[src/hw/acmp_pkg.sv]
// Purpose: shared constants and types for the comparator control block
// Assumes: avalon-mm slave with 32-bit data, 8-bit registers in low bits
// Notes: register offsets are byte addresses
package acmp_pkg;
   // register byte offsets
   localparam logic [3:0] ACMP_OFS_CTRL = 4'h0;
   localparam logic [3:0] ACMP_OFS_DIS = 4'h4;
   localparam logic [3:0] ACMP_OFS_PIN = 4'h8;
   localparam logic [3:0] ACMP_OFS_VEC = 4'hC;
   // control/status field positions
   localparam int ACMP_BIT_OFF = 7;
   localparam int ACMP_BIT_REF = 6;
   localparam int ACMP_BIT_RES = 5;
   localparam int ACMP_BIT_FLAG = 4;
   localparam int ACMP_BIT_IEN = 3;
   localparam int ACMP_BIT_CAP = 2;
   localparam int ACMP_BIT_MHI = 1;
   localparam int ACMP_BIT_MLO = 0;
   // pin input disable positions
   localparam int ACMP_BIT_NEG_OFF = 1;
   localparam int ACMP_BIT_POS_OFF = 0;
   // reset values
   localparam logic [7:0] ACMP_RST_CTRL = 8'h00;
   localparam logic [7:0] ACMP_RST_DIS = 8'h00;
   // edge modes
   typedef enum logic [1:0] {
      ACMP_MODE_TOGGLE = 2'h0,
      ACMP_MODE_RESV = 2'h1,
      ACMP_MODE_FALL = 2'h2,
      ACMP_MODE_RISE = 2'h3
   } acmp_mode_type;
   // bus transaction states
   typedef enum logic [1:0] {
      ACMP_BUS_IDLE = 2'h0,
      ACMP_BUS_ACK = 2'h1
   } acmp_bus_state_type;
   // analog front-end control
   typedef struct packed {
      logic power_off;
      logic ref_select;
      logic pos_input_off;
      logic neg_input_off;
   } acmp_analog_ctrl_type;
endpackage

[src/hw/acmp_edge.sv]
// Purpose: edge event detector for the synchronised comparator result
// Assumes: input already on clk
// Notes: reserved mode gives no event
`timescale 1ns/1ps
`default_nettype none
module acmp_edge
   import acmp_pkg::*;
(
   input wire logic clk,
   input wire logic arst_n,
   input wire logic level,
   input wire acmp_mode_type mode,
   output logic event_pulse
);
   typedef struct packed {
      logic prev;
      logic primed;
   } acmp_edge_state_type;
   acmp_edge_state_type state_ff;
   acmp_edge_state_type nxt_state;

   // selected edge check
   function automatic logic edge_hit(input acmp_mode_type m, input logic p, input logic c);
      case (m)
         ACMP_MODE_TOGGLE: edge_hit = p ^ c;
         ACMP_MODE_FALL: edge_hit = p & ~c;
         ACMP_MODE_RISE: edge_hit = ~p & c;
         default: edge_hit = 1'b0; // RULE_15
      endcase
   endfunction

   // remember last level; no event before first sample
   always_comb
   begin
      nxt_state.prev = level;
      nxt_state.primed = 1'b1;
   end

   always_ff @(posedge clk or negedge arst_n)
   begin
      if (!arst_n)
         state_ff <= '0;
      else
         state_ff <= nxt_state;
   end

   assign event_pulse = state_ff.primed & edge_hit(mode, state_ff.prev, level); // RULE_11
endmodule
`default_nettype wire

[src/hw/acmp_sync.sv]
// Purpose: two-flop synchroniser for one level
// Assumes: input is asynchronous to clk
// Notes: first flop is read only by the second
`timescale 1ns/1ps
`default_nettype none
module acmp_sync
   import acmp_pkg::*;
(
   input wire logic clk,
   input wire logic arst_n,
   input wire logic d,
   output logic q
);
   typedef struct packed {
      logic meta;
      logic sync;
   } acmp_sync_state_type;
   acmp_sync_state_type state_ff;
   acmp_sync_state_type nxt_state;

   // shift the level through two stages
   always_comb
   begin
      nxt_state.meta = d;
      nxt_state.sync = state_ff.meta;
   end

   // state register
   always_ff @(posedge clk or negedge arst_n)
   begin
      if (!arst_n)
         state_ff <= '0;
      else
         state_ff <= nxt_state;
   end

   assign q = state_ff.sync;
endmodule
`default_nettype wire

[src/hw/acmp_top.sv]
// Purpose: control and status logic around an on-chip voltage comparator
// Assumes: 20 MHz clk, avalon-mm slave, analog compare done outside
// Notes: registers are 8 bits wide in the low byte of each word
//
// What this block does
// RULE_01 - result synchronised, one to two cycles
// RULE_02 - result high when positive above negative
// RULE_03 - power-off bit seven switches comparator off
// RULE_04 - bit six picks reference for positive
// RULE_05 - selected edge sets flag bit four
// RULE_06 - vector entry clears the flag
// RULE_07 - writing one clears flag
// RULE_08 - request needs flag, enable, global enable
// RULE_09 - capture bit routes result to timer
// RULE_10 - capture bit low disconnects timer
// RULE_11 - mode: toggle, falling, rising, reserved
// RULE_12 - software disables irq before power change
// RULE_13 - software disables irq before mode change
// RULE_14 - input-off bits force port bits zero
// RULE_15 - reserved mode never sets flag
//
// The register addresses and register access over Avalon-MM were left to the implementer.
`timescale 1ns/1ps
`default_nettype none
module acmp_top
   import acmp_pkg::*;
(
   input wire logic clk,
   input wire logic arst_n,
   // avalon-mm slave
   input wire logic [3:0] avs_address,
   input wire logic avs_read,
   input wire logic avs_write,
   input wire logic [31:0] avs_writedata,
   input wire logic [3:0] avs_byteenable,
   output logic [31:0] avs_readdata,
   output logic avs_waitrequest,
   // analog comparator core
   input wire logic comparator_raw,
   output logic comparator_power_off,
   output logic reference_select,
   // analog pins digital path
   input wire logic positive_analog_pin,
   input wire logic negative_analog_pin,
   output logic positive_pin_input_off,
   output logic negative_pin_input_off,
   // processor side
   input wire logic global_irq_enable,
   input wire logic irq_vector_ack,
   output logic irq,
   // timer capture front end
   output logic capture_source,
   output logic capture_route_enable
);
   typedef struct packed {
      acmp_bus_state_type bus;
      logic [31:0] rdata;
      logic power_off;
      logic ref_sel;
      logic irq_flag;
      logic irq_en;
      logic cap_en;
      acmp_mode_type mode;
      logic neg_off;
      logic pos_off;
      logic irq;
      logic cap_src;
      logic [1:0] pin_sync1;
      logic [1:0] pin_sync2;
   } acmp_top_state_type;

   acmp_top_state_type state_ff;
   acmp_top_state_type nxt_state;
   logic result_sync;
   logic result_live;
   logic edge_event;
   logic wr_hit;
   logic rd_hit;

   // comparator result into clk domain
   acmp_sync u_sync (
      .clk(clk),
      .arst_n(arst_n),
      .d(comparator_raw),
      .q(result_sync) // RULE_01
   );

   // powered-off comparator reads low; gating sits past the flops
   assign result_live = result_sync & ~state_ff.power_off; // RULE_02 RULE_03

   // edge detection per mode
   acmp_edge u_edge (
      .clk(clk),
      .arst_n(arst_n),
      .level(result_live),
      .mode(state_ff.mode),
      .event_pulse(edge_event) // RULE_05
   );

   // byte lane 0 holds every register
   // writes land in the ack cycle, at the edge the master samples
   assign wr_hit = avs_write && state_ff.bus == ACMP_BUS_ACK && avs_byteenable[0];
   assign rd_hit = avs_read && state_ff.bus == ACMP_BUS_IDLE;

   // read mux for control and status
   function automatic logic [7:0] ctrl_word(input acmp_top_state_type s, input logic res);
      logic [7:0] w;
      w = 8'h00;
      w[ACMP_BIT_OFF] = s.power_off;
      w[ACMP_BIT_REF] = s.ref_sel;
      w[ACMP_BIT_RES] = res;
      w[ACMP_BIT_FLAG] = s.irq_flag;
      w[ACMP_BIT_IEN] = s.irq_en;
      w[ACMP_BIT_CAP] = s.cap_en;
      w[ACMP_BIT_MHI:ACMP_BIT_MLO] = s.mode;
      ctrl_word = w;
   endfunction

   // next state: bus, registers, flag, request
   always_comb
   begin
      nxt_state = state_ff;
      // bus handshake: one wait cycle then ack
      case (state_ff.bus)
         ACMP_BUS_IDLE:
         begin
            if (avs_read || avs_write)
               nxt_state.bus = ACMP_BUS_ACK;
         end
         ACMP_BUS_ACK:
            nxt_state.bus = ACMP_BUS_IDLE;
         default:
            nxt_state.bus = ACMP_BUS_IDLE;
      endcase
      // read data capture, unmapped reads zero
      if (rd_hit)
      begin
         nxt_state.rdata = 32'h0000_0000;
         case (avs_address)
            ACMP_OFS_CTRL: nxt_state.rdata[7:0] = ctrl_word(state_ff, result_live);
            ACMP_OFS_DIS: nxt_state.rdata[1:0] = {state_ff.neg_off, state_ff.pos_off};
            ACMP_OFS_PIN:
               nxt_state.rdata[1:0] = state_ff.pin_sync2 & ~{state_ff.neg_off, state_ff.pos_off}; // RULE_14
            default: nxt_state.rdata = 32'h0000_0000;
         endcase
      end
      // register writes
      if (wr_hit && avs_address == ACMP_OFS_CTRL)
      begin
         nxt_state.power_off = avs_writedata[ACMP_BIT_OFF]; // RULE_03
         nxt_state.ref_sel = avs_writedata[ACMP_BIT_REF]; // RULE_04
         nxt_state.irq_en = avs_writedata[ACMP_BIT_IEN];
         nxt_state.cap_en = avs_writedata[ACMP_BIT_CAP];
         nxt_state.mode = acmp_mode_type'(avs_writedata[ACMP_BIT_MHI:ACMP_BIT_MLO]);
      end
      if (wr_hit && avs_address == ACMP_OFS_DIS)
      begin
         nxt_state.neg_off = avs_writedata[ACMP_BIT_NEG_OFF];
         nxt_state.pos_off = avs_writedata[ACMP_BIT_POS_OFF];
      end
      // flag: write-one or vector clears, event wins
      if (wr_hit && avs_address == ACMP_OFS_CTRL && avs_writedata[ACMP_BIT_FLAG])
         nxt_state.irq_flag = 1'b0; // RULE_07
      if (irq_vector_ack)
         nxt_state.irq_flag = 1'b0; // RULE_06
      if (edge_event)
         nxt_state.irq_flag = 1'b1; // RULE_05
      // level request to the processor
      nxt_state.irq = nxt_state.irq_flag & nxt_state.irq_en & global_irq_enable; // RULE_08
      // capture path gated by route bit
      nxt_state.cap_src = nxt_state.cap_en & result_live; // RULE_09 RULE_10
      // pin inputs: two bare flops, buffer-off gating at the read
      nxt_state.pin_sync1 = {negative_analog_pin, positive_analog_pin};
      nxt_state.pin_sync2 = state_ff.pin_sync1;
   end

   // state register
   always_ff @(posedge clk or negedge arst_n)
   begin
      if (!arst_n)
      begin
         state_ff <= '0;
         state_ff.bus <= ACMP_BUS_IDLE;
         state_ff.mode <= ACMP_MODE_TOGGLE;
      end
      else
         state_ff <= nxt_state;
   end

   // outputs straight from flops
   assign avs_readdata = state_ff.rdata;
   assign avs_waitrequest = ~(state_ff.bus == ACMP_BUS_ACK);
   assign comparator_power_off = state_ff.power_off; // RULE_03
   assign reference_select = state_ff.ref_sel; // RULE_04
   assign positive_pin_input_off = state_ff.pos_off; // RULE_14
   assign negative_pin_input_off = state_ff.neg_off; // RULE_14
   assign irq = state_ff.irq;
   assign capture_source = state_ff.cap_src; // RULE_09
   assign capture_route_enable = state_ff.cap_en; // RULE_10
endmodule
`default_nettype wire

[config.mk]
export PLATFORM = sky130hd
export DESIGN_NAME = acmp_top
export DESIGN_NICKNAME = d
export VERILOG_FILES = /design/src/hw/acmp_pkg.sv /design/src/hw/acmp_edge.sv /design/src/hw/acmp_sync.sv /design/src/hw/acmp_top.sv
export SDC_FILE = /design/constraint.sdc
export NUM_CORES = 1
export LEC_CHECK = 0
export ABC_CLOCK_PERIOD_IN_PS = 4100
export BUFFER_PORTS_ARGS = -buffer_cell sky130_fd_sc_hd__buf_2
export CAP_MARGIN = 20
export CORE_AREA = 2 2 76 49
export DETAILED_ROUTE_END_ITERATION = 7
export DIE_AREA = 0 0 78 51
export GPL_ROUTABILITY_DRIVEN = 0
export PLACE_DENSITY = 0.83
export SETUP_SLACK_MARGIN = 0.15
export SLEW_MARGIN = 10
export SYNTH_ARGS = -nofsm -noshare
export SYNTH_HDL_FRONTEND = slang
export SYNTH_HIERARCHICAL = 1
export SYNTH_SLANG_ARGS = --single-unit
export TNS_END_PERCENT = 30
[constraint.sdc]
create_clock -name clk -period 4.1 [get_ports clk]
set_clock_uncertainty 0.15 [all_clocks]
set_input_delay 0.82 -clock clk [delete_from_list [all_inputs] [get_ports clk]]
set_output_delay 0.82 -clock clk [all_outputs]
set_load 0.01 [all_outputs]
# Word level (Yosys, flattened, before mapping)
# Index checks and enable logic that the tools add are counted.
totals:
  ff_bits: 29
  latchBits: 0
  ram_bits: 0
  romBits: 0
  inputBits: 49
  memories: 0
op_classes:
  n_addsub: 0
  n_mul: 0
  div_mod_pow: 0
  n_lt_le_gt_ge: 0
  n_eq_ne: 6
  shift: 0
  mux: 9
  bitwise_logic: 14
  n_reduce_logical: 10
ops:
  columns: ["op", "n"]
  rows:
  - ["$and A1 B1 Y1", 7]
  - ["$logic_and A1 B1 Y1", 6]
  - ["$mux W6", 1]
  - ["$pmux W2 S3", 1]
  - ["$eq A2 B2 Y1 const B", 2]
  - ["$eq A4 B3 Y1 const B", 1]
  - ["$eq A4 B4 Y1 const B", 1]
  - ["$logic_not A2 Y1", 2]
  - ["$logic_not A4 Y1", 1]
  - ["$mux W2", 2]
  - ["$mux W4", 1]
  - ["$not A1 Y1", 4]
  - ["$mux W1", 3]
  - ["$pmux W1 S3", 1]
  - ["$and A2 B2 Y2", 1]
  - ["$eq A2 B1 Y1 const B", 1]
  - ["$ne A2 B1 Y1 const B", 1]
  - ["$not A2 Y2", 1]
  - ["$logic_or A1 B1 Y1", 1]
  - ["$xor A1 B1 Y1", 1]

# Logic depth before layout (Yosys ltp)
depth:
  ltp_word: 10
  depth_mapped: 7
  ltp_nobuf: 7

# Modules after synthesis
# Netlist, hierarchy kept.
by_module_without_submodules:
  columns: ["mod", "instances", "cells_per_inst", "area_per_inst_um2", "seq_area_each_um2"]
  rows:
  - ["acmp_top", 1, 124, 1290.0, 600.6]
  - ["acmp_edge", 1, 12, 125.1, 50.0]
  - ["acmp_sync", 1, 2, 50.0, 50.0]

# Least setup slack after synthesis
# OpenSTA, ideal clock, no wires.
synth_path:
  path_type: "in2reg"
  startpoint: "input avs_address[3]"
  endpoint: "register state_ff (netlist bit comparator_power_off)"
  setup_time_ps: 125
  t_arrival_ps: 1901
  setup_slack_ps: 1924
  cell_stages: 4
  n_path_buf: 1
  path_cell_list: "clkbuf_1 > or4_4 > nor2_8 > mux2_4"
synth_between:
  elab_chain_cells: 2
synth_lines:
  columns: ["item", "line_no", "source"]
  rows:
  - ["start: declaration", "acmp_top.sv:31", "input wire logic [3:0] avs_address,"]
  - ["$logic_not A4 Y1", "acmp_top.sv:148", "if (wr_hit && avs_address == ACMP_OFS_CTRL)"]
  - ["$logic_and A1 B1 Y1", "acmp_top.sv:148", null]
  - ["end signal: assignment", "acmp_top.sv:187", "state_ff <= nxt_state;"]
  - ["end: declaration", "acmp_top.sv:72", "acmp_top_state_type state_ff;"]
# Every way passes these cells.
# A chain may end at the register's enable or synchronous reset.

==> results.toml <==
[flow_run]
drv_cap = 0

[pwr]
power_leakage_nw = 0.857
seq_power_share = 0.546
p_int_w = 0.000423
power_frac_clock = 0.290
power_w = 0.000574
peakVddDrop_mv = 0.166
comb_power_share = 0.163
p_sw_frac = 0.263
p_per_area_nw_per_um2 = 362
power.switching_w = 0.000151

[route]
routed_wl_um = 2370
drc = 0
wl_met3_um = 132
topRoutingLayerUsed = "met4"
route.met2.wl_um = 1110
via_count = 910
drt_first_pass_iters = 4
drt-met1-wl_um = 1120
drtIter0Drc = 33
wire_per_inst_um = 11.1
ant_nets = 0
detail_route.vias_per_cell = 4.27

[cts]
clockBufferDepth = 2
cts_made_buffers = 3
cts_resized = 0
cts-hold-fix-buffers = 0
cts_root_buffer = "clkbuf_8"
clkSinkCount = 28
htreeDepth = 1
insertion_delay_ns = 0.27
clkTransAtPathRegs_ns = 0.09
cts_setup_buffers = 0
cts_tree = "yes"

[synth]
syn_area_per_cell_um2 = 10.6
synth_edf_count = 0
synth_area_um2 = 1470
ys_types = 29
syn_inst = 138
synth-seq-area-share = 0.478
synth_top_cell_area_share = 0.478
async_flop_share = 1.00
synth-seq-cells = 28
synth_flop_cell = "dfrtp_1"
ys_warn_count = 6
synthTopCellsByArea = "dfrtp_1 (48%), buf_4 (16%), nand2_1 (4.4%)"
synth_area_leader_cell = "dfrtp_1"

[timing]
drv_slew = 0
hold_violations = 0
max_slew_margin = 0.593
whs_ns = 0.204
timing.fmax_mhz = 465
period_needed_ns = 2.15
setup_violations = 0
rsz0062_at_grt = "false"
setup_tns_ns = 0
tightest_slew_ns = 0.610
min_period_over_period = 0.524

[critical_path]
slowest_stage = "dfrtp_1"
crit_fanout = 5
cp.arrival_ns = 2.17
startpoint_type = "flop"
worstPathRequired_ns = 4.12
cp_top_family = "compound AO/OA/AOI/OAI gates"
crit_buf_inv = 0
cpMostUsedCell = "nor2b_1"
critPathMaxStageDelay_ns = 0.42
startpoint = "comparator_power_off$_DFFE_PN0N_"
path_cells = "nor2b_1 > ha_1 > nor2b_1 > o41ai_2 > o2111ai_1 > a211oi_1"
worstSetupPathType = "flop to flop"
end_kind = "flop"
r2r-start = "comparator_power_off$_DFFE_PN0N_"

[cells_and_area]
num_antenna_cells = 0
multi_input_area_um2 = 562
area_growth_pct = 8.28
final_cell_area_um2 = 1590
layout_commonest_cell = "buf_2"
layout_common_cells = "buf_2 (36), dfrtp_1 (28), conb_1 (25)"
final_net_count = 218
fin_cells = 213
final-seq-area_um2 = 701
drive_gt1_frac = 0.325
fillers = 333

[floorplan]
coreArea_um2 = 3400
ioPinCount = 89
die_w_um = 78
die_area_um2 = 3980
die_y_um = 51
initial_core_util = 0.431
num_rows = 17

[hold_path]
hold_class = "flop to flop"
min_from = "u_sync/nxt_state[0]$_DFF_PN0_"

[placement]
io_buffers = 36
dpl_cell_area_um2 = 1530
hpwl_um = 1790
numPlacedInstances = 209

[global_route]
grt_usage = 0.129
antenna_found_initial = 0
grt_max_degree = 29
grt_pass1_wl_um = 4020
grt_pass1_vias = 834
gr-total-overflow = 0

[status]
outcome = "finished, final reports clean"
-- worst reg2reg max path, stage by stage, from the launching register on --
cell	delay, ns
dfrtp_1	0.42
nor2b_1	0.29
ha_1	0.29
nor2b_1	0.13
o41ai_2	0.32
o2111ai_1	0.15
a211oi_1	0.31
-- registers in the layout, indices dropped and copies added (netlist names), 2 cells and up --
register and count:
avs_readdata 8, state_ff 7, nxt_state 2, u_edge/state_ff 2
-- area by class of cell --
| type | count | area share |
|---|---|---|
| sequential | 28 | 0.442 |
| multi-input combinational | 90 | 0.354 |
| timing repair buffer | 36 | 0.114 |
| tap | 47 | 0.0371 |
| clock buffer | 4 | 0.0347 |
| inverter | 8 | 0.0189 |
-- metal layers --
| layer | vias up | GRT usage |
|---|---|---|
| met3 | 2 | 0.0389 |
| met4 | 0 | 0.0175 |
| met1 | 428 | 0.184 |
| met2 | 24 | 0.198 |
| li1 | 456 | - |
| met5 | - | 0 |
-- cell families (layout without fill, tap and decap cells) --
| family | after synthesis | count (layout) | synth area share |
|---|---|---|---|
| AOI/OAI and AO/OA | 18 | 18 | 0.0794 |
| adders and majority gates | 2 | 2 | 0.0171 |
| buffers and inverters | 43 | 48 | 0.197 |
| DFF | 28 | 28 | 0.478 |
| muxes | 6 | 6 | 0.0564 |
| other | 2 | 25 | 0.00513 |
| and+or+nand+nor | 39 | 39 | 0.167 |
-- cell usage after synthesis, types with 2 or more instances --
library cell  number
conb_1             2
nand3_1            3
nand4_1            2
mux2_4             4
nand2_1           17
dfrtp_1           28
o21ai_0           10
nor2b_1            3
a211oi_1           3
buf_4             32
nor2_1             4
inv_1              8
clkbuf_1           2
mux2_2             2
and3b_2            2
ha_1               2
and4bb_2           2
-- path summary, 6_finish.rpt --
| check | end | slack [ns] | depth (start not counted) |
|---|---|---|---|
| worst min register to register | u_sync/q$_DFF_PN0_ | 0.20 | 0 |
| min in group asynchronous | avs_readdata[3]$_DFFE_PN0P_ | 0.40 | 1 |
| worst max register to register | irq$_DFF_PN0_ | 1.95 | 6 |
| worst max-delay path | irq$_DFF_PN0_ | 1.95 | 6 |
| max in group asynchronous | positive_pin_input_off$_DFFE_PN0P_ | 3.00 | 1 |
| worst min-delay path | u_sync/q$_DFF_PN0_ | 0.20 | 0 |
-- power by group through the flow --
stage / sequential, W / combinational (W) / clock (W)
2_1_floorplan: 0.000320 / 0.0000762 / 0
3_3_place_gp: 0.000319 / 0.0000917 / 0
3_5_place_dp: 0.000319 / 0.0000943 / 0
4_1_cts: 0.000314 / 0.0000948 / 0.000172
5_1_grt: 0.000317 / 0.000106 / 0.000186
6_report: 0.000314 / 0.0000939 / 0.000167
-- metrics by stage --
step                setup slack [ns]   util
floorplan                       1.92      -
global placement                1.81  0.450
detailed placement              1.80  0.450
CTS                             1.96  0.466
global route                    1.76  0.466
finish                          1.95  0.466
No activity file was read; power rests on OpenSTA's default activity.
